<file path="config.mk">
export PLATFORM = sky130hd
export DESIGN_NAME = cdrb_register_bank
export DESIGN_NICKNAME = d
export VERILOG_FILES = /design/src/cdrb_register_bank.v
export VERILOG_INCLUDE_DIRS = /design/src /design/src/src
export SDC_FILE = /design/constraint.sdc
export NUM_CORES = 1
export LEC_CHECK = 0
export ABC_CLOCK_PERIOD_IN_PS = 11650
export BUFFER_PORTS_ARGS = -buffer_cell sky130_fd_sc_hd__buf_4
export CORE_MARGIN = 2
export CORE_UTILIZATION = 50
export DETAILED_ROUTE_END_ITERATION = 7
export PLACE_DENSITY = 0.66
export SLEW_MARGIN = 20
export SYNTH_ARGS = -nofsm -noshare
export SYNTH_HDL_FRONTEND = slang
export SYNTH_SLANG_ARGS = --single-unit
</file>
<file path="constraint.sdc">
create_clock -name CORE_CLK -period 11.65 [get_ports CORE_CLK]
set_clock_uncertainty 0.05 [all_clocks]
set_input_delay 1.165 -clock CORE_CLK [delete_from_list [all_inputs] [get_ports CORE_CLK]]
set_output_delay 1.165 -clock CORE_CLK [all_outputs]
set_load 0.01 [all_outputs]
</file>
<file path="src/cdrb_defs.vh">
/*
 Constants for the current output register bank: command codes, read
 selectors, field positions, reset values and timing counts.
 Assumes it is included by bare name in the bank's design file.
*/
`ifndef CDRB_DEFS_VH
`define CDRB_DEFS_VH
// command codes in the address byte
`define CDRB_CMD_NOP 8'h00
`define CDRB_CMD_CODE 8'h01
`define CDRB_CMD_READ 8'h02
`define CDRB_CMD_CTRL 8'h55
`define CDRB_CMD_RESET 8'h56
`define CDRB_CMD_CONFIG 8'h57
`define CDRB_CMD_GAIN 8'h58
`define CDRB_CMD_ZERO 8'h59
`define CDRB_CMD_WD_SERVICE 8'h95
`define CDRB_CMD_CRC_CLEAR 8'h96
// read selectors
`define CDRB_RD_STATUS 2'h0
`define CDRB_RD_CODE 2'h1
`define CDRB_RD_CTRL 2'h2
`define CDRB_RD_CONFIG 6'h0B
`define CDRB_RD_GAIN 6'h13
`define CDRB_RD_ZERO 6'h17
// output control fields
`define CDRB_CTRL_EXTRES 13
`define CDRB_CTRL_OUTPUT_DRIVE_ENABLE 12
`define CDRB_CTRL_RCLK_HI 11
`define CDRB_CTRL_RCLK_LO 8
`define CDRB_CTRL_RSTEP_HI 7
`define CDRB_CTRL_RSTEP_LO 5
`define CDRB_CTRL_RAMPEN 4
`define CDRB_CTRL_MASK 16'h3FF7
// feature config fields
`define CDRB_CFG_TRIM 5
`define CDRB_CFG_MODEM 4
`define CDRB_CFG_FCHK 3
`define CDRB_CFG_TIMEOUT_MONITOR_ENABLE 2
`define CDRB_CFG_MASK 16'h003F
// status fields
`define CDRB_ST_FRAME 4
`define CDRB_ST_TIMEOUT 3
`define CDRB_ST_LOAD 2
`define CDRB_ST_RAMP 1
`define CDRB_ST_TEMP 0
// reset values
`define CDRB_RST_WORD 16'h0000
// frame and ramp timing
`define CDRB_FRAME_BITS 24
`define CDRB_RAMP_BASE_NS 1000
`define CDRB_CLK_NS 20
`endif

</file>
<file path="src/cdrb_register_bank.v">
/*
 Register bank of a single channel current output converter, reached
 over the three wire serial frame (clock, data in, latch) with a data
 out line for register reads. Holds control, config, code and trim
 words, the soft reset command and the fault status word, and drives
 the calibrated and ramped output code.
 Assumes serial pins, load fault and overtemp levels are asynchronous;
 frame error and watchdog expiry pulses come from core clock logic.
*/
`timescale 1ns/1ps
`include "cdrb_defs.vh"

module cdrb_register_bank #(
   parameter CODE_BITS = 16,
   parameter [2:0] LOOP_RANGE_CODE = 3'h5
) (
   // clock and reset
   input wire CORE_CLK,
   input wire NRST,
   // serial link
   input wire SERIAL_CLK,
   input wire SERIAL_DIN,
   input wire SERIAL_LATCH,
   output reg SERIAL_DOUT,
   // monitors
   input wire FRAME_CHECK_FAIL,
   input wire TIMEOUT_EXPIRED,
   input wire LOAD_FAULT,
   input wire DIE_OVERTEMP,
   // output path
   output reg [15:0] OUTPUT_CODE,
   output reg [2:0] OUTPUT_RANGE,
   output reg OUTPUT_DRIVE_ENABLE,
   output reg EXTERNAL_RESISTOR_SELECT,
   output reg MODEM_COUPLING_ENABLE,
   // feature controls
   output reg FRAME_CHECK_ENABLE,
   output reg TIMEOUT_MONITOR_ENABLE,
   output reg [1:0] TIMEOUT_PERIOD_SELECT,
   output reg TIMEOUT_SERVICE,
   output reg RAMP_ACTIVE_FLAG
);

   localparam RAMP_BASE_CYC = (`CDRB_RAMP_BASE_NS + `CDRB_CLK_NS - 1) /
      `CDRB_CLK_NS;
   localparam [15:0] CODE_KEEP = ~((16'h0001 << (16 - CODE_BITS)) -
      16'h0001);

   // keeps only the bits the narrow variant really has
   function [15:0] keep_code;
      input [15:0] w;
      begin
         keep_code = w & CODE_KEEP;
      end
   endfunction

   // synchronisers: stage one read only by stage two
   reg [4:0] sync_a;
   reg [4:0] sync_b;
   reg sclk_d;
   reg latch_d;

   reg [23:0] shift_in;
   reg [23:0] shift_out;
   reg read_pending;
   reg [5:0] read_sel;

   reg [15:0] output_control;
   reg [15:0] feature_config;
   reg [15:0] output_code;
   reg [15:0] gain_trim;
   reg [15:0] offset_trim;
   reg frame_error_flag;
   reg timeout_flag;
   reg load_fault_flag;
   reg overtemp_flag;
   reg soft_reset;

   reg [15:0] target_code;
   reg [15:0] ramp_code;
   reg [23:0] ramp_count;

   wire sclk_s = sync_b[0];
   wire din_s = sync_b[1];
   wire latch_s = sync_b[2];
   wire load_s = sync_b[3];
   wire temp_s = sync_b[4];
   wire sclk_rise = sclk_s & ~sclk_d;
   wire sclk_fall = ~sclk_s & sclk_d;
   wire latch_rise = latch_s & ~latch_d;
   wire [7:0] frame_cmd = shift_in[23:16];
   wire [15:0] frame_data = shift_in[15:0];

   wire ramp_en = output_control[`CDRB_CTRL_RAMPEN];
   wire [3:0] ramp_clk_sel =
      output_control[`CDRB_CTRL_RCLK_HI:`CDRB_CTRL_RCLK_LO];
   wire [2:0] ramp_step_sel =
      output_control[`CDRB_CTRL_RSTEP_HI:`CDRB_CTRL_RSTEP_LO];
   wire ramp_busy = ramp_en && (ramp_code != target_code);

   wire [15:0] fault_status = {11'h000, frame_error_flag, timeout_flag,
      load_fault_flag, ramp_busy, overtemp_flag};

   // readback selection from the low six data bits of the read frame
   reg [15:0] read_word;
   always @* begin
      read_word = 16'h0000;
      if (read_sel == `CDRB_RD_CONFIG) begin
         read_word = feature_config;
      end else if (read_sel == `CDRB_RD_GAIN) begin
         read_word = keep_code(gain_trim);
      end else if (read_sel == `CDRB_RD_ZERO) begin
         read_word = keep_code(offset_trim);
      end else begin
         case (read_sel[1:0])
            `CDRB_RD_STATUS: read_word = fault_status;
            `CDRB_RD_CODE: read_word = keep_code(output_code);
            `CDRB_RD_CTRL: read_word = output_control;
            default: read_word = 16'h0000;
         endcase
      end
   end

   // trim: gain scales down from unity, offset is signed
   reg [32:0] trim_prod;
   reg [17:0] trim_sum;
   reg [15:0] next_target;
   always @* begin
      trim_prod = output_code * (17'h1_0000 - {1'b0, gain_trim});
      trim_sum = {1'b0, trim_prod[32:16]} +
         {{2{offset_trim[15]}}, offset_trim};
      if (!feature_config[`CDRB_CFG_TRIM]) begin
         next_target = output_code;
      end else if (trim_sum[17]) begin
         next_target = 16'h0000;
      end else if (trim_sum[16]) begin
         next_target = 16'hFFFF;
      end else begin
         next_target = trim_sum[15:0];
      end
   end

   // ramp step toward target without overshoot
   reg [15:0] step;
   reg [15:0] gap;
   reg [15:0] next_ramp;
   always @* begin
      step = 16'h0001 << ramp_step_sel;
      if (target_code > ramp_code) begin
         gap = target_code - ramp_code;
         next_ramp = (gap > step) ? ramp_code + step : target_code;
      end else begin
         gap = ramp_code - target_code;
         next_ramp = (gap > step) ? ramp_code - step : target_code;
      end
   end

   always @(posedge CORE_CLK or negedge NRST) begin
      if (!NRST) begin
         sync_a <= 5'h00;
         sync_b <= 5'h00;
         sclk_d <= 1'b0;
         latch_d <= 1'b0;
      end else begin
         sync_a <= {DIE_OVERTEMP, LOAD_FAULT, SERIAL_LATCH, SERIAL_DIN,
            SERIAL_CLK};
         sync_b <= sync_a;
         sclk_d <= sclk_s;
         latch_d <= latch_s;
      end
   end

   // serial shift in and readback shift out
   always @(posedge CORE_CLK or negedge NRST) begin
      if (!NRST) begin
         shift_in <= 24'h00_0000;
         shift_out <= 24'h00_0000;
         SERIAL_DOUT <= 1'b0;
      end else begin
         if (sclk_rise) begin
            shift_in <= {shift_in[22:0], din_s};
         end
         // load a cycle after the read latch, so the very next frame shifts
         if (read_pending) begin
            shift_out <= {8'h00, read_word};
            SERIAL_DOUT <= 1'b0;
         end else if (latch_rise) begin
            shift_out <= 24'h00_0000;
            SERIAL_DOUT <= 1'b0;
         end else if (sclk_fall) begin
            SERIAL_DOUT <= shift_out[23];
            shift_out <= {shift_out[22:0], 1'b0};
         end
      end
   end

   // register writes, soft reset wins over all
   always @(posedge CORE_CLK or negedge NRST) begin
      if (!NRST) begin
         output_control <= `CDRB_RST_WORD;
         feature_config <= `CDRB_RST_WORD;
         output_code <= `CDRB_RST_WORD;
         gain_trim <= `CDRB_RST_WORD;
         offset_trim <= `CDRB_RST_WORD;
         read_pending <= 1'b0;
         read_sel <= 6'h00;
         soft_reset <= 1'b0;
         TIMEOUT_SERVICE <= 1'b0;
      end else begin
         TIMEOUT_SERVICE <= 1'b0;
         read_pending <= 1'b0;
         soft_reset <= 1'b0;
         if (soft_reset) begin
            output_control <= `CDRB_RST_WORD;
            feature_config <= `CDRB_RST_WORD;
            output_code <= `CDRB_RST_WORD;
            gain_trim <= `CDRB_RST_WORD;
            offset_trim <= `CDRB_RST_WORD;
            read_pending <= 1'b0;
            read_sel <= 6'h00;
         end else if (latch_rise) begin
            read_pending <= (frame_cmd == `CDRB_CMD_READ);
            case (frame_cmd)
               `CDRB_CMD_CTRL: begin
                  // reserved bits dropped in case host disobeys
                  output_control <= frame_data & `CDRB_CTRL_MASK;
               end
               `CDRB_CMD_CONFIG: begin
                  feature_config <= frame_data & `CDRB_CFG_MASK;
               end
               `CDRB_CMD_CODE: begin
                  output_code <= keep_code(frame_data);
               end
               `CDRB_CMD_GAIN: begin
                  gain_trim <= keep_code(frame_data);
               end
               `CDRB_CMD_ZERO: begin
                  offset_trim <= keep_code(frame_data);
               end
               `CDRB_CMD_RESET: begin
                  soft_reset <= frame_data[0];
               end
               `CDRB_CMD_READ: begin
                  read_sel <= frame_data[5:0];
               end
               `CDRB_CMD_WD_SERVICE: begin
                  TIMEOUT_SERVICE <= 1'b1;
               end
               default: begin
               end
            endcase
         end
      end
   end

   // fault flags; a new frame or timeout event wins over its clear, soft reset wins over level faults
   always @(posedge CORE_CLK or negedge NRST) begin
      if (!NRST) begin
         frame_error_flag <= 1'b0;
         timeout_flag <= 1'b0;
         load_fault_flag <= 1'b0;
         overtemp_flag <= 1'b0;
      end else begin
         if (FRAME_CHECK_FAIL && feature_config[`CDRB_CFG_FCHK]) begin
            frame_error_flag <= 1'b1;
         end else if (soft_reset || (latch_rise &&
               frame_cmd == `CDRB_CMD_CRC_CLEAR)) begin
            frame_error_flag <= 1'b0;
         end
         if (TIMEOUT_EXPIRED && feature_config[`CDRB_CFG_TIMEOUT_MONITOR_ENABLE]) begin
            timeout_flag <= 1'b1;
         end else if (soft_reset || (latch_rise &&
               frame_cmd == `CDRB_CMD_WD_SERVICE)) begin
            timeout_flag <= 1'b0;
         end
         // level faults track the monitor, soft reset clears a cycle
         load_fault_flag <= load_s & ~soft_reset;
         overtemp_flag <= temp_s & ~soft_reset;
      end
   end

   // calibrated target and ramp engine
   always @(posedge CORE_CLK or negedge NRST) begin
      if (!NRST) begin
         target_code <= 16'h0000;
         ramp_code <= 16'h0000;
         ramp_count <= 24'h00_0000;
      end else begin
         target_code <= keep_code(next_target);
         if (!ramp_en) begin
            ramp_code <= target_code;
            ramp_count <= 24'h00_0000;
         end else if (ramp_code == target_code) begin
            ramp_count <= 24'h00_0000;
         end else if (ramp_count >=
               (RAMP_BASE_CYC[23:0] << ramp_clk_sel) - 24'h00_0001) begin
            ramp_count <= 24'h00_0000;
            ramp_code <= next_ramp;
         end else begin
            ramp_count <= ramp_count + 24'h00_0001;
         end
      end
   end

   // output side registers
   always @(posedge CORE_CLK or negedge NRST) begin
      if (!NRST) begin
         OUTPUT_CODE <= 16'h0000;
         OUTPUT_RANGE <= 3'h0;
         OUTPUT_DRIVE_ENABLE <= 1'b0;
         EXTERNAL_RESISTOR_SELECT <= 1'b0;
         MODEM_COUPLING_ENABLE <= 1'b0;
         FRAME_CHECK_ENABLE <= 1'b0;
         TIMEOUT_MONITOR_ENABLE <= 1'b0;
         TIMEOUT_PERIOD_SELECT <= 2'h0;
         RAMP_ACTIVE_FLAG <= 1'b0;
      end else begin
         OUTPUT_CODE <= ramp_code;
         OUTPUT_RANGE <= output_control[2:0];
         OUTPUT_DRIVE_ENABLE <= output_control[`CDRB_CTRL_OUTPUT_DRIVE_ENABLE];
         EXTERNAL_RESISTOR_SELECT <=
            output_control[`CDRB_CTRL_EXTRES];
         MODEM_COUPLING_ENABLE <= feature_config[`CDRB_CFG_MODEM] &&
            (output_control[2:0] == LOOP_RANGE_CODE);
         FRAME_CHECK_ENABLE <= feature_config[`CDRB_CFG_FCHK];
         TIMEOUT_MONITOR_ENABLE <= feature_config[`CDRB_CFG_TIMEOUT_MONITOR_ENABLE];
         TIMEOUT_PERIOD_SELECT <= feature_config[1:0];
         RAMP_ACTIVE_FLAG <= ramp_busy;
      end
   end

endmodule
</file>
==> impl_metrics.env, run 1 <==
export IMPL_routed_wl_um=61000
export IMPL_synth_area_leaders="dfrtp_1 (24%), fa_1 (18%), ha_1 (12%), inv_1 (6.1%), nand2_1 (4.1%)"
export IMPL_powerDensity_nw_per_um2=109
export IMPL_postSynth_asyncResetShare=1.00
export IMPL_cpMostUsedCell="fa_1"
export IMPL_dieArea_um2=48000
export IMPL_cts_sinks=224
export IMPL_slowest_stage="xor2_1"
export IMPL_gp_congestion=0.916
export IMPL_seq_area_frac_synth=0.242
export IMPL_synth_edf_count=0
export IMPL_required_ps=11990
export IMPL_max_freq_mhz=96.3
export IMPL_setup_tns_final_ps=0
export IMPL_critPathLaunchType="flip-flop"
export IMPL_worst_pin_slew_ps=1100
export IMPL_synth_area_um2=23100
export IMPL_io_pins=38
export IMPL_portBuffers=37
export IMPL_whs_ps=301
export IMPL_cp_max_fo=16
export IMPL_dr_pass1_iters=7
export IMPL_crit_arrival_ps=10720
export IMPL_ant_nets=0
export IMPL_cts_made_buffers=24
export IMPL_cts_resized=0
export IMPL_cp_end_kind="flip-flop"
export IMPL_path_class="reg2reg"
export IMPL_syn_to_final_growth_pct=6.91
export IMPL_hold_viol_final=0
export IMPL_antenna_found_initial=1
export IMPL_final_period_utilization=0.891
export IMPL_tritoncts="built"
export IMPL_vias=17912
export IMPL_clock_latency_ps=540
export IMPL_drtIter0Drc=1494
export IMPL_status="complete, no violations"
export IMPL_place_hpwl_um=46300
export IMPL_rsz0062_at_grt="no"
export IMPL_crit_path_max_incr_delay_ps=740
export IMPL_max_slew_margin=0.262
export IMPL_cts_buffer_depth=3
export IMPL_dp_cells=3088
export IMPL_wl_per_cell_um=19.5
export IMPL_grt_pass1_vias=18164
export IMPL_peakVddDrop_uv=177
export IMPL_synth_largest_area_cell="dfrtp_1"
export IMPL_ys_flop_type="dfrtp_1"
export IMPL_via_per_inst=5.72
export IMPL_drive_above_1_share=0.0691
export IMPL_synthCells=2550
export IMPL_yosysMostFrequentCell="inv_1"
export IMPL_clkPwrFrac=0.293
export IMPL_multi_input_area_um2=15700
export IMPL_setup_viol=0
export IMPL_slew_violations=0
export IMPL_power_leakage_nw=12.6
export IMPL_fp_coreArea_um2=45500
export IMPL_yosysUniqueCellTypes=92
export IMPL_yosys_warnings=0
export IMPL_remaining_drc_errors=0
export IMPL_grt_total_usage=0.263
export IMPL_seqPwrFrac=0.345
export IMPL_min_period_ps=10380
export IMPL_grt_max_degree=80
export IMPL_switching_share=0.369
export IMPL_p_sw_mw=0.999
export IMPL_rows=78
export IMPL_p_comb_frac=0.362
export IMPL_globalRoute_totalOverflow=0
export IMPL_p_total_mw=2.70
export IMPL_dieWidth_um=219
export IMPL_synth_top_area_frac=0.242
export IMPL_start_util=0.509
export IMPL_regArea_um2=5610
export IMPL_die_h_um=219
export IMPL_ys_top_cells_by_count="inv_1 (374), nand2_1 (250), dfrtp_1 (224), ha_1 (224), fa_1 (212)"
export IMPL_post_cts_setup_buffer_count=0
export IMPL_syn_avg_cell_area_um2=9.07
export IMPL_ys_ff_latch=224
export IMPL_cts_hold_buf=0
export IMPL_cap_violations=0
export IMPL_nFillCells=4148
export IMPL_htreeDepth=1
export IMPL_intPower_mw=1.71
export IMPL_finalNonFillerCells=3132
export IMPL_min_delay_path_class="reg2reg"
export IMPL_nets=2959
export IMPL_grt_pass1_wl_um=99000
export IMPL_clkSlewWorstSetupHoldPaths_ps=70
export IMPL_root_buffer="clkbuf_16"
==> power by group through the flow <==
stage                     sequential (mW)  combinational [mW]  clock (mW)
after floorplan                     0.880               0.783           0
after global placement              0.940               0.944           0
after detailed placement            0.943               0.961           0
after CTS                           0.929               0.967       0.808
after global routing                0.938                1.07       0.841
final                               0.933               0.978       0.793
==> sequential cells by signal, indices dropped and copies added (netlist names), 2 cells and up <==
signal / count
output_code: 16
OUTPUT_RANGE: 3
OUTPUT_CODE: 16
ramp_code: 16
sync_b: 5
feature_config: 6
shift_in: 24
gain_trim: 16
target_code: 16
read_sel: 6
offset_trim: 16
ramp_count: 24
shift_out: 24
output_control: 13
sync_a: 5
TIMEOUT_PERIOD_SELECT: 2
==> layout by cell type (no fill, tap or decap), types with 15 or more instances in the layout <==
cell / n
mux2_2: 35
nor3_1: 33
nor2b_1: 23
nand2_1: 250
nand4_1: 16
ha_1: 224
o21ai_0: 74
fa_1: 212
xnor2_1: 64
inv_1: 374
o22ai_1: 20
o21a_1: 17
nand3_1: 43
dfrtp_1: 223
a21oi_1: 86
a21o_1: 31
and2_1: 125
o21bai_1: 16
buf_4: 62
xor2_1: 35
and3_1: 15
mux2i_1: 86
a31oi_1: 15
clkbuf_16: 24
nor2_1: 205
==> final cells by class <==
cell class,count,area share
repair buffers,64,0.0199
clock inverters,3,0.00309
clock buffers,40,0.0299
diodes,1,0.000101
well taps,600,0.0304
multi-input cells,1826,0.633
flip-flops and latches,224,0.227
inverters,374,0.0568
==> layer usage <==
| metal | share of wire | GRT usage | routed length [um] | up-vias |
|---|---|---|---|---|
| met2 | 0.46 | 0.428 | 28300 | 550 |
| met4 | 0.044 | 0.105 | 2700 | 0 |
| met5 | 0 | 0 | 0 | - |
| met1 | 0.44 | 0.360 | 26800 | 8945 |
| li1 | - | - | - | 8273 |
| met3 | 0.052 | 0.0302 | 3200 | 144 |
==> critical path, delay by kind of cell (launching register included) <==
family | cells | cell delay (ps)
adders and majority gates | 8 | 3510
AOI/OAI and AO/OA | 16 | 3430
and+or+nand+nor | 4 | 1150
xor gates and xnor gates | 3 | 1130
buffers and inverters | 6 | 540
DFF | 1 | 440
==> stage by stage <==
step | instance area (um^2) | worst slack [ps] | utilization
after global routing | 24700 | 521 | 0.544
after detailed placement | 23900 | 1310 | 0.526
after floorplan | 23100 | 2370 | -
after global placement | 23900 | 1390 | 0.525
final | 24700 | 1270 | 0.544
after CTS | 24700 | 1270 | 0.544
==> path summary, 6_finish.rpt <==
check | start | to | slack, ps | cells after the start
max | gain_trim[2] | target_code[4] | 1270 | 37
min | sync_a[1] | sync_b[1] | 300 | 0
max reg2reg | gain_trim[2] | target_code[4] | 1270 | 37
min reg2reg | sync_a[1] | sync_b[1] | 300 | 0
max in group asynchronous | NRST | output_control[11] | 9060 | 3
min in group asynchronous | NRST | ramp_count[16] | 550 | 1
==> cell families after synthesis <==
family / Yosys count / synth area share
AOI/OAI and AO/OA: 374 / 0.111
xor gates and xnor gates: 106 / 0.0401
adders and majority gates: 436 / 0.305
buffers and inverters: 502 / 0.0841
DFF: 224 / 0.242
muxes: 121 / 0.0542
other: 1 / 0.000162
and+or+nand+nor: 786 / 0.164
Note: power is estimated with default switching activity, not from simulation.
==> inputs of run 2 (changes only) <==
- MAX_ROUTING_LAYER: unset -> met4
==> impl_metrics.env, run 2 (synthesized netlist as in run 1, its figures left out) <==
export IMPL_p_total_mw=2.70
export IMPL_crit_arrival_ps=11020
export IMPL_drtIter0Drc=1480
export IMPL_r2r_start="gain_trim[2]"
export IMPL_die_h_um=219
export IMPL_use_met3=0.0230
export IMPL_io_pins=38
export IMPL_globalRoute_totalOverflow=0
export IMPL_stdcell_area_um2=24700
export IMPL_worst_pin_slew_ps=1180
export IMPL_fin_util=0.543
export IMPL_slowest_stage="xor2_1"
export IMPL_dp_cells=3087
export IMPL_dr_pass1_iters=6
export IMPL_ant_nets=0
export IMPL_htreeDepth=1
export IMPL_vias=17810
export IMPL_met2_usage=0.440
export IMPL_min_delay_path_class="reg2reg"
export IMPL_cpMostUsedCell="fa_1"
export IMPL_dieArea_um2=48000
export IMPL_max_freq_mhz=94.1
export IMPL_required_ps=12050
export IMPL_cp_end_kind="flip-flop"
export IMPL_final_period_utilization=0.912
export IMPL_min_to="sync_b[0]"
export IMPL_critPathLaunchType="flip-flop"
export IMPL_place_area_um2=23900
export IMPL_cts_buffer_depth=3
export IMPL_hold_viol_final=0
export IMPL_cts_hold_buf=0
export IMPL_remaining_drc_errors=0
export IMPL_nFillCells=4139
export IMPL_reg2reg_to="target_code[9]"
export IMPL_post_cts_setup_buffer_count=0
export IMPL_clock_latency_ps=550
export IMPL_final_common_cell="inv_1"
export IMPL_clkSlewWorstSetupHoldPaths_ps=60
export IMPL_grtUsageMet1=0.367
export IMPL_grt_pass1_wl_um=99700
export IMPL_path_class="reg2reg"
export IMPL_dieWidth_um=219
export IMPL_wl_per_cell_um=19.5
export IMPL_largestRegisters="ramp_count: 24 flops, shift_in: 24 flops, shift_out: 24 flops"
export IMPL_worstHoldPathCells=0
export IMPL_power_leakage_nw=12.6
export IMPL_fp_coreArea_um2=45500
export IMPL_diodes=0
export IMPL_rows=78
export IMPL_min_period_ps=10630
export IMPL_cts_sinks=224
export IMPL_gp_congestion=0.967
export IMPL_grt_total_usage=0.271
export IMPL_finalNonFillerCells=3129
export IMPL_layout_common_cells="inv_1 (374), nand2_1 (250), ha_1 (224)"
export IMPL_start_util=0.509
export IMPL_syn_to_final_growth_pct=6.80
export IMPL_tritoncts="built"
export IMPL_cts_resized=0
export IMPL_max_slew_margin=0.214
export IMPL_powerDensity_nw_per_um2=109
export IMPL_drive_above_1_share=0.0696
export IMPL_grt_busiest_layer="met2"
export IMPL_hp_start="sync_a[0]"
export IMPL_status="complete, no violations"
export IMPL_cts_made_buffers=25
export IMPL_portBuffers=37
export IMPL_cap_violations=0
export IMPL_root_buffer="clkbuf_16"
export IMPL_crit_path_max_incr_delay_ps=830
export IMPL_cp_max_fo=16
export IMPL_r2r_setup_slack_ps=1020
export IMPL_place_hpwl_um=46200
export IMPL_grt_max_degree=81
export IMPL_nets=2960
export IMPL_rr_worst_depth=38
export IMPL_rsz0062_at_grt="no"
export IMPL_setup_viol=0
export IMPL_setup_tns_final_ps=0
export IMPL_slew_violations=0
export IMPL_peakVddDrop_uv=123
export IMPL_via_per_inst=5.69
export IMPL_grt_pass1_vias=18382
export IMPL_routed_wl_um=61100
export IMPL_antenna_found_initial=0
## run 2: cell types whose count changed in the layout (fill, tap and decap cells not counted)
cell       before  now
clkbuf_8        8    3
clkinv_2        0    5
clkbuf_1        8    4
clkbuf_16      24   25
clkinv_4        0    1
clkinv_8        1    0
diode_2         1    0
inv_16          0    1
nor2b_1        23   24
nor2b_2         1    0
## run 2: worst max-delay path by stage
stage | start | to | slack (ps) | cells past startpoint
6_report | gain_trim[2] | target_code[9] | 1020 | 38
5_1_grt | gain_trim[2] | target_code[7] | 420 | 38
4_1_cts | gain_trim[2] | target_code[4] | 970 | 37
3_5_place_dp | gain_trim[2] | target_code[4] | 1050 | 37
3_3_place_gp | gain_trim[2] | target_code[4] | 1380 | 37
2_1_floorplan | gain_trim[2] | target_code[10] | 2370 | 39
## run 2: routing by layer
metal  vias up  wire length [um]  part of all wire
met2       527             29000              0.48
met5         -                 0                 0
li1       8271                 -                 -
met4         0              1720             0.028
met1      8913             27400              0.45
met3        99              2870             0.047
## run 2: final cells by class
type	instances	area (um^2)	area share
clock buffers	32	682	0.0276
clock inverters	9	114	0.00461
inverters	374	1400	0.0568
multi-input cells	1826	15700	0.634
flip-flops and latches	224	5610	0.227
well taps	600	751	0.0304
repair buffers	64	492	0.0199
## run 2: through the flow
stage	setup slack, ps	hold slack, ps
after floorplan	2370	281
after global placement	1380	283
after detailed placement	1050	287
after CTS	975	298
after global routing	422	308
final	1020	296
## run 2: critical path: cells and delay by family (launching register included)
family,cells,cell delay (ps)
and+or+nand+nor,10,2460
AOI/OAI and AO/OA,12,2390
DFF,1,450
xor gates and xnor gates,2,1010
adders and majority gates,8,3570
buffers and inverters,6,550
## run 2: power by group
part / leakage (nW) / switching, mW / total [mW] / internal (mW)
Clock: 0.396 / 0.326 / 0.782 / 0.457
Sequential: 3.04 / 0.106 / 0.933 / 0.827
Combinational: 9.13 / 0.582 / 0.985 / 0.403
Total: 12.6 / 1.01 / 2.70 / 1.69
